<file path="src/design/pll_ctrl_consts.vh">
// register offsets, field positions, reset values and counts of the pll control
`ifndef PLL_CTRL_CONSTS_VH
`define PLL_CTRL_CONSTS_VH

// register indices; byte address is four times the index
`define IDX_PLL_CTRL     12'h010
`define IDX_RDIV_LO      12'h011
`define IDX_RDIV_HI      12'h012
`define IDX_CNT_RESET    12'h016
`define IDX_VCO_CAL      12'h018
`define IDX_REF_SEL      12'h01C
`define IDX_READBACK     12'h01F
`define IDX_VCO_DIV      12'h1E0
`define IDX_DIST_SRC     12'h1E1
`define IDX_UPDATE       12'h232

// pll control fields
`define PLL_PWR_LSB      0
`define CP_MODE_LSB      2
`define CP_CUR_LSB       4
`define PFD_POL_BIT      7
`define PLL_PWR_NORMAL   2'h0

// counter reset fields
`define RDIV_RST_BIT     6
`define SHARED_RST_BIT   5
`define AB_RST_BIT       4

// calibration fields
`define CAL_START_BIT    0
`define CAL_DIV_LSB      1

// reference selection fields
`define REF_PRIM_EN_BIT  0
`define REF_SEC_EN_BIT   1
`define REF_DIFF_BIT     2
`define NONREVERT_BIT    3
`define AUTO_SW_BIT      4
`define SEL_BY_PIN_BIT   5
`define SEL_SEC_BIT      6

// readback fields
`define RB_ON_SEC_BIT    0
`define RB_PRIM_LOST_BIT 1
`define RB_CAL_BUSY_BIT  2
`define RB_CAL_DONE_BIT  6

// distribution source fields
`define DIST_CLKIN_BIT   0
`define DIST_VCO_BIT     1

// update field
`define UPDATE_BIT       0

// reset values
`define RST_PLL_CTRL     8'h01
`define RST_RDIV_LO      8'h01
`define RST_RDIV_HI      8'h00
`define RST_CNT_RESET    8'h00
`define RST_VCO_CAL      8'h00
`define RST_REF_SEL      8'h00
`define RST_VCO_DIV      8'h00
`define RST_DIST_SRC     8'h00

// switchover edge counts
`define LOST_SEC_EDGES   2'h3
`define BACK_PRIM_EDGES  3'h4
`define SWITCH_DELAY     2'h2

// longest calibration, in calibration clock cycles
`define CAL_MAX_CYCLES   4400

`endif

</file>
<file path="src/design/pll_ref_vco_ctrl.v">
// pll reference selection, reference divider, charge pump and vco calibration
//
// The Wishbone register port and the address map were chosen for this implementation.
`timescale 1ns/100ps
`default_nettype none
`include "pll_ctrl_consts.vh"

module pll_ref_vco_ctrl
#(
  parameter CAL_CYCLES = `CAL_MAX_CYCLES
)
(
  input  wire        clock,
  input  wire        rst_n,
  input  wire        wb_cyc_i,
  input  wire        wb_stb_i,
  input  wire        wb_we_i,
  input  wire [13:0] wb_adr_i,
  input  wire [3:0]  wb_sel_i,
  input  wire [31:0] wb_dat_i,
  output reg  [31:0] wb_dat_o,
  output reg         wb_ack_o,
  input  wire        primary_reference,
  input  wire        secondary_reference,
  input  wire        differential_reference_input,
  input  wire        ref_select_pin,
  input  wire        align_n,
  output reg         prim_rx_enable,
  output reg         sec_rx_enable,
  output reg         diff_rx_enable,
  output reg         use_secondary,
  output reg         phase_detector_ref_pulse,
  output reg         feedback_counter_reset,
  output reg  [1:0]  pll_power_mode,
  output reg  [1:0]  charge_pump_mode,
  output reg  [2:0]  charge_pump_current,
  output reg         phase_detector_negative,
  output reg         outputs_hold,
  output reg         output_sync_pulse,
  output reg  [2:0]  vco_divider_ratio,
  output reg         dist_from_clk_input,
  output reg         dist_select_vco
);

  // shadow settings written over the bus
  reg  [7:0]  sh_pll_r;
  reg  [7:0]  sh_rlo_r;
  reg  [5:0]  sh_rhi_r;
  reg  [7:0]  sh_crst_r;
  reg  [7:0]  sh_cal_r;
  reg  [7:0]  sh_ref_r;
  reg  [2:0]  sh_vdiv_r;
  reg  [1:0]  sh_dist_r;
  // active settings
  reg  [7:0]  act_pll_r;
  reg  [13:0] act_rdiv_r;
  reg  [7:0]  act_crst_r;
  reg  [7:0]  act_cal_r;
  reg  [7:0]  act_ref_r;
  // pin synchronisers and edge detectors
  reg  [2:0]  pin_s1_r;
  reg  [2:0]  pin_s2_r;
  reg  [2:0]  pin_d_r;
  reg         sel_s1_r;
  reg         sel_s2_r;
  reg         aln_s1_r;
  reg         aln_s2_r;
  reg         aln_d_r;
  // reference divider and calibration
  reg  [13:0] rdiv_cnt_r;
  reg  [3:0]  cdiv_cnt_r;
  reg  [12:0] cal_cnt_r;
  reg         cal_busy_r;
  reg         cal_done_r;
  reg         cal_bit_d_r;
  reg         update_r;
  wire [11:0] idx;
  wire        wr_en;
  wire [7:0]  wd;
  wire [2:0]  pin_edge;
  wire        pll_on;
  wire        diff_mode;
  wire        use_sec;
  wire        prim_lost;
  wire        ref_edge;
  wire        rdiv_clear;
  wire        cal_tick;
  wire [3:0]  cal_div_last;
  wire [12:0] cal_last;
  wire [7:0]  rst_pll;
  wire [7:0]  rst_rhi;
  wire [7:0]  rst_vdiv;
  wire [7:0]  rst_dist;

  assign idx   = wb_adr_i[13:2];
  assign wr_en = wb_cyc_i && wb_stb_i && wb_we_i && wb_sel_i[0] && !wb_ack_o;
  assign wd    = wb_dat_i[7:0];

  // reset values, cut to the width of each field
  assign rst_pll  = `RST_PLL_CTRL;
  assign rst_rhi  = `RST_RDIV_HI;
  assign rst_vdiv = `RST_VCO_DIV;
  assign rst_dist = `RST_DIST_SRC;

  // bus handshake: one wait cycle, ack for one cycle
  always @(posedge clock)
  begin
    if (!rst_n)
      wb_ack_o <= 1'b0;
    else
      wb_ack_o <= wb_cyc_i && wb_stb_i && !wb_ack_o;
  end

  // shadow writes; unmapped indices are ignored
  always @(posedge clock)
  begin
    if (!rst_n)
    begin
      sh_pll_r  <= `RST_PLL_CTRL;
      sh_rlo_r  <= `RST_RDIV_LO;
      sh_rhi_r  <= rst_rhi[5:0];
      sh_crst_r <= `RST_CNT_RESET;
      sh_cal_r  <= `RST_VCO_CAL;
      sh_ref_r  <= `RST_REF_SEL;
      sh_vdiv_r <= rst_vdiv[2:0];
      sh_dist_r <= rst_dist[1:0];
      update_r  <= 1'b0;
    end
    else
    begin
      update_r <= wr_en && idx == `IDX_UPDATE && wd[`UPDATE_BIT];
      if (wr_en)
      begin
        if (idx == `IDX_PLL_CTRL)
          sh_pll_r <= wd;
        else if (idx == `IDX_RDIV_LO)
          sh_rlo_r <= wd;
        else if (idx == `IDX_RDIV_HI)
          sh_rhi_r <= wd[5:0];
        else if (idx == `IDX_CNT_RESET)
          sh_crst_r <= wd;
        else if (idx == `IDX_VCO_CAL)
          sh_cal_r <= wd;
        else if (idx == `IDX_REF_SEL)
          sh_ref_r <= wd;
        else if (idx == `IDX_VCO_DIV)
          sh_vdiv_r <= wd[2:0];
        else if (idx == `IDX_DIST_SRC)
          sh_dist_r <= wd[1:0];
      end
    end
  end

  // transfer of shadow to active settings
  always @(posedge clock)
  begin
    if (!rst_n)
    begin
      act_pll_r           <= `RST_PLL_CTRL;
      act_rdiv_r          <= {rst_rhi[5:0], `RST_RDIV_LO};
      act_crst_r          <= `RST_CNT_RESET;
      act_cal_r           <= `RST_VCO_CAL;
      act_ref_r           <= `RST_REF_SEL;
      vco_divider_ratio   <= 3'h0;
      dist_from_clk_input <= 1'b0;
      dist_select_vco     <= 1'b0;
    end
    else if (update_r)
    begin
      act_pll_r           <= sh_pll_r;
      act_rdiv_r          <= {sh_rhi_r, sh_rlo_r};
      act_crst_r          <= sh_crst_r;
      act_cal_r           <= sh_cal_r;
      act_ref_r           <= sh_ref_r;
      vco_divider_ratio   <= sh_vdiv_r;
      dist_from_clk_input <= sh_dist_r[`DIST_CLKIN_BIT];
      dist_select_vco     <= sh_dist_r[`DIST_VCO_BIT];
    end
  end

  // read data: shadow settings and live state
  always @(posedge clock)
  begin
    if (!rst_n)
      wb_dat_o <= 32'h00000000;
    else if (wb_cyc_i && wb_stb_i && !wb_ack_o)
    begin
      if (idx == `IDX_PLL_CTRL)
        wb_dat_o <= {24'h000000, sh_pll_r};
      else if (idx == `IDX_RDIV_LO)
        wb_dat_o <= {24'h000000, sh_rlo_r};
      else if (idx == `IDX_RDIV_HI)
        wb_dat_o <= {26'h0000000, sh_rhi_r};
      else if (idx == `IDX_CNT_RESET)
        wb_dat_o <= {24'h000000, sh_crst_r};
      else if (idx == `IDX_VCO_CAL)
        wb_dat_o <= {24'h000000, sh_cal_r};
      else if (idx == `IDX_REF_SEL)
        wb_dat_o <= {24'h000000, sh_ref_r};
      else if (idx == `IDX_READBACK)
        wb_dat_o <= {25'h0000000, cal_done_r, 3'h0, cal_busy_r,
                     prim_lost, use_sec};
      else if (idx == `IDX_VCO_DIV)
        wb_dat_o <= {29'h00000000, sh_vdiv_r};
      else if (idx == `IDX_DIST_SRC)
        wb_dat_o <= {30'h00000000, sh_dist_r};
      else
        wb_dat_o <= 32'h00000000;
    end
  end

  // two-stage synchronisers on all pins
  always @(posedge clock)
  begin
    if (!rst_n)
    begin
      pin_s1_r <= 3'h0;
      pin_s2_r <= 3'h0;
      pin_d_r  <= 3'h0;
      sel_s1_r <= 1'b0;
      sel_s2_r <= 1'b0;
      aln_s1_r <= 1'b1;
      aln_s2_r <= 1'b1;
      aln_d_r  <= 1'b1;
    end
    else
    begin
      pin_s1_r <= {differential_reference_input, secondary_reference,
                   primary_reference};
      pin_s2_r <= pin_s1_r;
      pin_d_r  <= pin_s2_r;
      sel_s1_r <= ref_select_pin;
      sel_s2_r <= sel_s1_r;
      aln_s1_r <= align_n;
      aln_s2_r <= aln_s1_r;
      aln_d_r  <= aln_s2_r;
    end
  end

  // rising edge per reference pin
  genvar g;
  generate
    for (g = 0; g < 3; g = g + 1)
    begin : edge_det
      assign pin_edge[g] = pin_s2_r[g] && !pin_d_r[g];
    end
  endgenerate

  assign pll_on    = act_pll_r[`PLL_PWR_LSB+1:`PLL_PWR_LSB]
                     == `PLL_PWR_NORMAL;
  assign diff_mode = act_ref_r[`REF_DIFF_BIT];

  ref_switchover u_switch
  (
    .clock       (clock),
    .rst_n       (rst_n),
    .prim_edge   (pin_edge[0] && prim_rx_enable),
    .sec_edge    (pin_edge[1] && sec_rx_enable),
    .auto_mode   (act_ref_r[`AUTO_SW_BIT]),
    .non_revert  (act_ref_r[`NONREVERT_BIT]),
    .manual_sec  (act_ref_r[`SEL_BY_PIN_BIT] ? sel_s2_r
                  : act_ref_r[`SEL_SEC_BIT]),
    .use_sec_r   (use_sec),
    .prim_lost_r (prim_lost)
  );

  // receiver power and selected reference
  always @(posedge clock)
  begin
    if (!rst_n)
    begin
      prim_rx_enable <= 1'b0;
      sec_rx_enable  <= 1'b0;
      diff_rx_enable <= 1'b0;
      use_secondary  <= 1'b0;
    end
    else
    begin
      prim_rx_enable <= pll_on && !diff_mode
                        && act_ref_r[`REF_PRIM_EN_BIT];
      sec_rx_enable  <= pll_on && !diff_mode
                        && act_ref_r[`REF_SEC_EN_BIT];
      diff_rx_enable <= pll_on && diff_mode;
      use_secondary  <= use_sec;
    end
  end

  assign ref_edge   = diff_mode ? (pin_edge[2] && diff_rx_enable)
                      : use_sec ? (pin_edge[1] && sec_rx_enable)
                      : (pin_edge[0] && prim_rx_enable);
  assign rdiv_clear = act_crst_r[`RDIV_RST_BIT]
                      || act_crst_r[`SHARED_RST_BIT]
                      || (aln_s2_r && !aln_d_r);

  // reference divider: pulse per divided reference period
  always @(posedge clock)
  begin
    if (!rst_n || rdiv_clear)
    begin
      rdiv_cnt_r               <= 14'h0000;
      phase_detector_ref_pulse <= 1'b0;
    end
    else if (ref_edge)
    begin
      if (rdiv_cnt_r + 14'h0001 >= act_rdiv_r)
      begin
        rdiv_cnt_r               <= 14'h0000;
        phase_detector_ref_pulse <= 1'b1;
      end
      else
      begin
        rdiv_cnt_r               <= rdiv_cnt_r + 14'h0001;
        phase_detector_ref_pulse <= 1'b0;
      end
    end
    else
      phase_detector_ref_pulse <= 1'b0;
  end

  // shared and a/b counter resets reach the feedback divider
  always @(posedge clock)
  begin
    if (!rst_n)
      feedback_counter_reset <= 1'b0;
    else
      feedback_counter_reset <= act_crst_r[`SHARED_RST_BIT]
                                || act_crst_r[`AB_RST_BIT];
  end

  // charge pump and phase detector settings
  always @(posedge clock)
  begin
    if (!rst_n)
    begin
      pll_power_mode          <= rst_pll[`PLL_PWR_LSB+1:`PLL_PWR_LSB];
      charge_pump_mode        <= 2'h0;
      charge_pump_current     <= 3'h0;
      phase_detector_negative <= 1'b0;
    end
    else
    begin
      pll_power_mode          <= act_pll_r[`PLL_PWR_LSB+1:`PLL_PWR_LSB];
      charge_pump_mode        <= act_pll_r[`CP_MODE_LSB+1:`CP_MODE_LSB];
      charge_pump_current     <= act_pll_r[`CP_CUR_LSB+2:`CP_CUR_LSB];
      phase_detector_negative <= act_pll_r[`PFD_POL_BIT];
    end
  end
  // mode encodes normal, high-z, up, down
  // current is (code + 1) x 0.6 mA

  // calibration clock: phase detector pulses divided by 2, 4, 8 or 16
  assign cal_div_last = (4'h2 << act_cal_r[`CAL_DIV_LSB+1:`CAL_DIV_LSB])
                        - 4'h1;
  assign cal_tick     = phase_detector_ref_pulse
                        && cdiv_cnt_r == cal_div_last;
  assign cal_last     = CAL_CYCLES[12:0] - 13'h0001;

  always @(posedge clock)
  begin
    if (!rst_n || !cal_busy_r)
      cdiv_cnt_r <= 4'h0;
    else if (phase_detector_ref_pulse)
      cdiv_cnt_r <= cal_tick ? 4'h0 : cdiv_cnt_r + 4'h1;
  end

  // calibration sequence started by a rising calibration bit
  always @(posedge clock)
  begin
    if (!rst_n)
    begin
      cal_bit_d_r       <= 1'b0;
      cal_busy_r        <= 1'b0;
      cal_done_r        <= 1'b0;
      cal_cnt_r         <= 13'h0000;
      output_sync_pulse <= 1'b0;
      outputs_hold      <= 1'b0;
    end
    else
    begin
      cal_bit_d_r       <= act_cal_r[`CAL_START_BIT];
      output_sync_pulse <= 1'b0;
      if (!act_cal_r[`CAL_START_BIT])
      begin
        cal_busy_r <= 1'b0;
        cal_done_r <= 1'b0;
      end
      else if (!cal_bit_d_r)
      begin
        cal_busy_r        <= 1'b1;
        cal_done_r        <= 1'b0;
        cal_cnt_r         <= 13'h0000;
        output_sync_pulse <= 1'b1;
      end
      else if (cal_busy_r && cal_tick)
      begin
        if (cal_cnt_r == cal_last)
        begin
          cal_busy_r <= 1'b0;
          cal_done_r <= 1'b1;
        end
        else
          cal_cnt_r <= cal_cnt_r + 13'h0001;
      end
      outputs_hold <= cal_busy_r;
    end
  end

endmodule // pll_ref_vco_ctrl

`default_nettype wire

</file>
<file path="src/design/ref_switchover.v">
// automatic and manual switchover between primary and secondary references
`timescale 1ns/100ps
`default_nettype none
`include "pll_ctrl_consts.vh"

module ref_switchover
(
  input  wire       clock,
  input  wire       rst_n,
  input  wire       prim_edge,
  input  wire       sec_edge,
  input  wire       auto_mode,
  input  wire       non_revert,
  input  wire       manual_sec,
  output reg        use_sec_r,
  output reg        prim_lost_r
);

  reg  [1:0] sec_run_r;
  reg  [2:0] prim_run_r;
  reg  [1:0] pend_cnt_r;
  reg        pend_r;
  wire       lost_now;
  wire       back_now;

  // three secondary edges with no primary edge in between
  assign lost_now = sec_edge && !prim_edge
                    && (sec_run_r == `LOST_SEC_EDGES - 2'h1);
  // four primary edges without three secondary edges between them
  assign back_now = prim_edge && prim_lost_r
                    && (prim_run_r == `BACK_PRIM_EDGES - 3'h1);

  always @(posedge clock)
  begin
    if (!rst_n || !auto_mode)
    begin
      sec_run_r   <= 2'h0;
      prim_run_r  <= 3'h0;
      pend_cnt_r  <= 2'h0;
      pend_r      <= 1'b0;
      prim_lost_r <= 1'b0;
      use_sec_r   <= !rst_n ? 1'b0 : manual_sec;
    end
    else
    begin
      if (prim_edge)
        sec_run_r <= 2'h0;
      else if (sec_edge && sec_run_r != `LOST_SEC_EDGES)
        sec_run_r <= sec_run_r + 2'h1;
      if (lost_now || (sec_edge && sec_run_r == `LOST_SEC_EDGES))
        prim_run_r <= 3'h0;
      else if (prim_edge && prim_run_r != `BACK_PRIM_EDGES)
        prim_run_r <= prim_run_r + 3'h1;
      if (lost_now && !prim_lost_r)
      begin
        prim_lost_r <= 1'b1;
        pend_r      <= !use_sec_r;
        pend_cnt_r  <= 2'h0;
      end
      else if (back_now)
      begin
        prim_lost_r <= 1'b0;
        pend_r      <= use_sec_r && !non_revert;
        pend_cnt_r  <= 2'h0;
      end
      else if (pend_r && sec_edge)
      begin
        if (pend_cnt_r == `SWITCH_DELAY - 2'h1)
        begin
          pend_r    <= 1'b0;
          use_sec_r <= prim_lost_r;
        end
        else
          pend_cnt_r <= pend_cnt_r + 2'h1;
      end
    end
  end

endmodule // ref_switchover

`default_nettype wire

</file>
<file path="config.mk">
export PLATFORM = sky130hd
export DESIGN_NAME = pll_ref_vco_ctrl
export DESIGN_NICKNAME = d
export VERILOG_FILES = /design/src/design/pll_ref_vco_ctrl.v /design/src/design/ref_switchover.v
export VERILOG_INCLUDE_DIRS = /design/src /design/src/design
export SDC_FILE = /design/constraint.sdc
export NUM_CORES = 1
export LEC_CHECK = 0
export ABC_AREA = 1
export BUFFER_PORTS_ARGS = -buffer_cell sky130_fd_sc_hd__buf_2
export CAP_MARGIN = 30
export CORE_MARGIN = 8
export CORE_UTILIZATION = 37
export CTS_CLUSTER_SIZE = 20
export DETAILED_ROUTE_END_ITERATION = 8
export SLEW_MARGIN = 20
export SYNTH_ARGS = -nofsm -noshare
export SYNTH_HDL_FRONTEND = slang
export SYNTH_HIERARCHICAL = 1
export SYNTH_SLANG_ARGS = --single-unit
</file>
<file path="constraint.sdc">
create_clock -name clock -period 3.5 [get_ports clock]
set_clock_uncertainty 0.2 [all_clocks]
set_input_delay 0.175 -clock clock [delete_from_list [all_inputs] [get_ports clock]]
set_output_delay 0.175 -clock clock [all_outputs]
set_load 0.1 [all_outputs]
</file>
=== After elaboration in Yosys (flattened, before gate mapping) ===
Index checks and enable logic that the tools add are counted.
Widths: inputs -> output; s select.

* Bits in registers: 203
* Bits of input ports: 60
* Output and inout port bits: 54
* Logic and storage cells: 202

* $add $sub $neg: 7
* $lt $le $gt $ge: 1
* Equal/unequal tests: 23
* Shift operators: 1
* Muxes and demuxes: 34
* Bitwise gates (word level): 9
* Reduce and logical (&&, ||, !) cells: 76

{| class="wikitable"
|+ Operator list
! kind !! number
|-
| $eq 12x5->1 const B || 7
|-
| $mux 8 || 6
|-
| $mux 13 || 3
|-
| $logic_and 1x1->1 || 30
|-
| $eq 12x9->1 const B || 2
|-
| $mux 1 || 20
|-
| $add 14x1->14 const B || 1
|-
| $ge 14x14->1 || 1
|-
| $mux 14 || 1
|-
| $add 13x1->13 const B || 1
|-
| $eq 13x13->1 const B || 1
|-
| $logic_not 1->1 || 13
|-
| $eq 12x10->1 const B || 1
|-
| $reduce_and 2->1 || 6
|-
| $not 1->1 || 9
|-
| $reduce_and 3->1 || 3
|-
| $reduce_and 9->1 || 1
|-
| $reduce_and 4->1 || 2
|-
| $reduce_and 8->1 || 1
|-
| $logic_or 1x1->1 || 7
|-
| $mux 7 || 1
|-
| $reduce_and 7->1 || 1
|-
| $ne 2x1->1 const B || 3
|-
| $ne 2x2->1 const B || 3
|-
| 20 further kinds || 27
|}

=== Longest topological paths before layout ===
* Depth in word-level cells: 10
* Mapped depth: 18
* Gate-level depth less buffers: 17

=== Modules after synthesis ===
The synthesis kept the hierarchy.

{| class="wikitable"
|+ Modules (own cells, without submodules)
! module !! times used !! cells each !! area each (µm²) !! sequential area each (µm²)
|-
| pll_ref_vco_ctrl || 1 || 1007 || 7521.0 || 3303.2
|-
| ref_switchover || 1 || 82 || 588.1 || 210.2
|}

=== Worst setup path after synthesis ===
OpenSTA, ideal clock, no wires.

* Kind: register to register
* Start point: register rdiv_cnt_r[0]
* End point: register rdiv_cnt_r[3]
* Setup time: 0.128 ns
* Data arrival time: 2.469 ns
* Data required time: 3.172 ns
* Path slack: 0.704 ns
* Cell stages (with the launch flop): 19
* Buffers on the path: 1
* Clock period less this slack: 2.796 ns
* Path through: dfxtp_1 ha_1 nand2_1 nor2_1 nand3_1 nor2_1 nand2_1 nor2_1 nand2_1 xor2_1 ha_1 nand2_1 nor4_1 nand2_1 nand3_1 nor2_1 buf_2 a22oi_1 nor2_1

* Word-level cells in the longest chain between the ends: 3

{| class="wikitable"
|+ RTL lines
! what !! line !! source
|-
| start, declared || pll_ref_vco_ctrl.v:70 || <nowiki>reg [13:0] rdiv_cnt_r;</nowiki>
|-
| start signal, assigned || pll_ref_vco_ctrl.v:312 || <nowiki>rdiv_cnt_r <= rdiv_cnt_r + 14'h0001;</nowiki>
|-
| $add 14x1->14 * || pll_ref_vco_ctrl.v:305, pll_ref_vco_ctrl.v:312 ||
|-
| $ge 14x14->1 || pll_ref_vco_ctrl.v:305 || <nowiki>if (rdiv_cnt_r + 14'h0001 >= act_rdiv_r)</nowiki>
|-
| $mux 14 * || pll_ref_vco_ctrl.v:305 ||
|}

Mark *: on every way between the ends. The rest lies on a longest branch, timed or not.
A chain may end at the register's enable or synchronous reset.

=== Final worst setup path ===
* Start point: register rdiv_cnt_r[0]
* End point: register rdiv_cnt_r[12]

Same word-level chain as after synthesis.

==> metrics list <==
- Outcome: finished, final reports clean
- The congestion estimate from routability-driven global placement came to 0.855.
- The analysis attributes to cell leakage a power of 3.99 nW.
- Entering global routing, the biggest net connects 105 pins.
- At the worst endpoint, the arrival time is 3.22 ns.
- Among all flip-flop cells after synthesis, the most frequent one is dfxtp_1.
- The worst register-to-register path has a depth of 18.
* CTS Buf Count: 17
* HPWL after DPL: 14.2 mm
- Layout net count: 1236
- Global-route usage over all layers: 15.1%
- The first global-routing pass estimated 32.5 mm of wire.
- The commonest cells after synthesis are dfxtp_1, inv_1, nand2_1, o21ai_0, a21oi_1.
* Total via count after detailed routing: 6893
- Share of the core filled with cells: 43.1%
* Count of endpoints failing hold in the final timing report: 0
- dfxtp_1 is the most common cell in the netlist.
* Switching Fraction: 25.3%
- The number of antenna violations at the first check in global routing came to 0.
- In this run the worst hold path is classified as input pin to flop.
* Via/cell ratio: 4.77
* Register share of total power: 47.5%
- In the final layout, the multi-input gates occupy around 3700 µm².
* CP Capture Type: flop
- Area share of the largest cell type after synthesis: 43.0%
- After clock tree synthesis, the clock-pin slew on the worst setup and hold paths is 0.07 ns.
- Die X: 164 µm
- Clock power frac: 46.4%
* Maximum root-to-sink buffer count: 2
- Remaining DRCs: 0
* Share of synthesized flip-flops with an asynchronous set or reset: 0%
- Counting every sink on the clock net gives 175.
- Worst hold path startpoint: wb_adr_i[4]
- Core Box Area: 21700 µm²
- Detailed-routing iteration count for the pre-antenna-repair pass: 5
- In this run, the combinational gates consume approximately 6.1% of the power.
- The number of antenna diodes in the final layout is 0.
- Fillcell total: 2221
- Critical path launch point type: flop
* Area taken by flip-flops and latches: 3510 µm²
* Worst slew margin: 36.6%
- Worst setup path class: flop to flop
* Number of buffers inserted by port buffering: 60
- The die covers between 20000 and 30000 µm².
* Cell area power density: 452 nW/µm²
* Sequential area share after synthesis: a little over two fifths
- Dividing the detail-routed wire length by the instance count gives 13.7 µm.
- Final Slew Violations: 0
* Max VDD drop: 315 µV
- Once the floorplan was initialized, standard cells occupied 37.4% of the core.
- The worst register-to-register path begins at rdiv_cnt_r[0].
- Routed Antenna Nets: 0
- Vias in the first global route: 6413
- Once placement completed, the tool counted placed cells totaling about 1400.
* EDFF count, synth: 1
* Clock tree from TritonCTS: yes
- Setup violations remaining at the end of the flow were counted as 0.
* Data required, critical path: 3.60 ns
* Top cells by area in the synthesized netlist: dfxtp_1, o21ai_0, inv_1, nand2_1, a21oi_1
* Setup TNS: 0 ns
- about 110 I/O pins were placed.
- H-Tree Level Count: 4
- Biggest area consumer among synthesized cells: dfxtp_1
* Least-Margin Pin Slew: 0.951 ns
- 1st-iter DRT viols: 324
- Filler-free cell count of the finished design: 1445
* Maxcap violations: 0
- In this run the mean area of a mapped cell was ~7.4 µm².
- Counting flops and latches in the post-synthesis netlist gives 175.
- After technology mapping, the gate count stands at between 1000 and 1500.
- The path with the worst hold slack has its endpoint at sh_rhi_r[3].
- Of all nets on the critical path, the largest fanout is 14.
* Warnings, synthesis: 6
* Final period utilization: between 80% and 90%
* Overflow left after global routing: 0
- Switching Power: 0.00107 W
- Relative to the synthesized area, the layout overhead comes to 15.3%.
- Tot Pwr: between 0.004 and 0.005 W
- Clock tree synthesis selected as its root buffer the cell clkbuf_16.
* Reg-to-reg setup timing slack: 0.38 ns
- Proportion of layout cells with a drive suffix above 1: 13.1%
- The floorplan step set the die height to between 150 and 200 µm.
- P_int: between 0.003 and 0.004 W
- Derived from the worst setup path, the maximum achievable clock frequency is approximately 0.32 GHz.
- Final worst path period need: 3.12 ns
- Post-Synthesis Cell Area: ~8000 µm²
- Final Routed Wirelength: between 15 and 20 mm
- Hold Path Depth: 4
* Capture point of the worst reg-to-reg path: rdiv_cnt_r[12]
* Clock latency reported for the late side of the worst-skew pair: 0.43 ns
- Synth cell types: 47
- Site row count: 54
what timing repair did:
item / 4_1_cts / 5_1_grt
gates resized for setup: 0 / 5
endpoints found under the hold margin: 50 / 0
setup endpoints to repair: 0 / 14
setup buffers: 0 / 1
hold buffers: 16 / 0
routing by layer:
metal  global-route usage (%)  wire, µm
met5                        0         0
met4                     3.93       197
met3                     3.48       785
met2                     24.9      9480
met1                     19.6      9400
through the flow:
step	hold WS, ns	setup slack [ns]	cell area [µm²]
final	0.0874	0.383	9350
after global routing	0.115	-0.0144	9350
after CTS	0.0684	0.00608	9310
after detailed placement	0.167	0.0441	8540
after global placement	0.162	0.0798	8540
after floorplan	0.0726	0.704	8200
cell type report:
class	count	share of cell area, %
clock inverters	12	1.62
flip-flops and latches	175	37.6
clock buffers	19	4.85
inverters	168	6.76
repair buffers	83	5.62
well taps	280	3.75
multi-input cells	708	39.8
cell usage in the layout, fill, tap and decap left out, types with 13 or more instances in the layout:
master	n
a21oi_1	110
buf_2	60
clkbuf_16	17
conb_1	24
dfxtp_1	173
dlygate4sd3_1	16
ha_1	23
inv_1	153
inv_2	13
nand2_1	148
nand3_1	46
nor2_1	106
nor3_1	21
o21ai_0	115
xor2_1	15
worst max path at each step:
stage	slack [ns]	from	end	cells past startpoint
floorplan	0.70	rdiv_cnt_r[0]	rdiv_cnt_r[3]	18
global placement	0.08	rdiv_cnt_r[0]	rdiv_cnt_r[1]	17
detailed placement	0.04	rdiv_cnt_r[0]	rdiv_cnt_r[13]	17
CTS	0.006	rdiv_cnt_r[0]	rdiv_cnt_r[12]	17
global route	-0.01	rdiv_cnt_r[0]	rdiv_cnt_r[6]	18
finish	0.38	rdiv_cnt_r[0]	rdiv_cnt_r[12]	18
power groups by stage:
stage          registers (W)  logic (W)  clock network (W)
6_report             0.00200   0.000259            0.00196
5_1_grt              0.00200   0.000275            0.00210
4_1_cts              0.00200   0.000260            0.00201
3_5_place_dp         0.00205   0.000247                  0
3_3_place_gp         0.00205   0.000246                  0
2_1_floorplan        0.00207   0.000194                  0
registers in the layout (all words and copies together) (netlist names), 4 cells and up:
signal / cells
sh_crst_r: 8
wb_dat_o: 8
act_rdiv_r: 14
rdiv_cnt_r: 14
sh_rlo_r: 8
sh_pll_r: 8
act_ref_r: 7
sh_cal_r: 8
cdiv_cnt_r: 4
sh_ref_r: 8
sh_rhi_r: 6
cal_cnt_r: 13
act_pll_r: 8
cells by family (layout without fill, tap and decap cells):
logic type | Yosys count | count (layout) | synth area share, %
simple gates | 369 | 369 | 20.2
compound gates | 273 | 273 | 18.7
buf+inv | 229 | 282 | 12.1
flops | 175 | 175 | 43.3
fa+ha+maj | 23 | 23 | 3.55
xor+xnor | 18 | 18 | 1.94
other cells | 1 | 24 | 0.0462
mux | 1 | 1 | 0.139
worst max-delay path, cell delays in order, from the launching register on:
cell     delay, ns
dfxtp_1       0.39
ha_1          0.20
nand2_1       0.06
nor2_1        0.17
nand3_1       0.14
nor2_1        0.11
nand2_1       0.07
nor2_1        0.13
nand2_1       0.08
xor2_1        0.16
ha_1          0.28
nand2_1       0.09
nor4_2        0.27
nand2_1       0.08
nand3_1       0.14
nor2_4        0.06
buf_12        0.14
a22oi_1       0.15
nor2_1        0.06
Power figures use the tool's default switching activity.
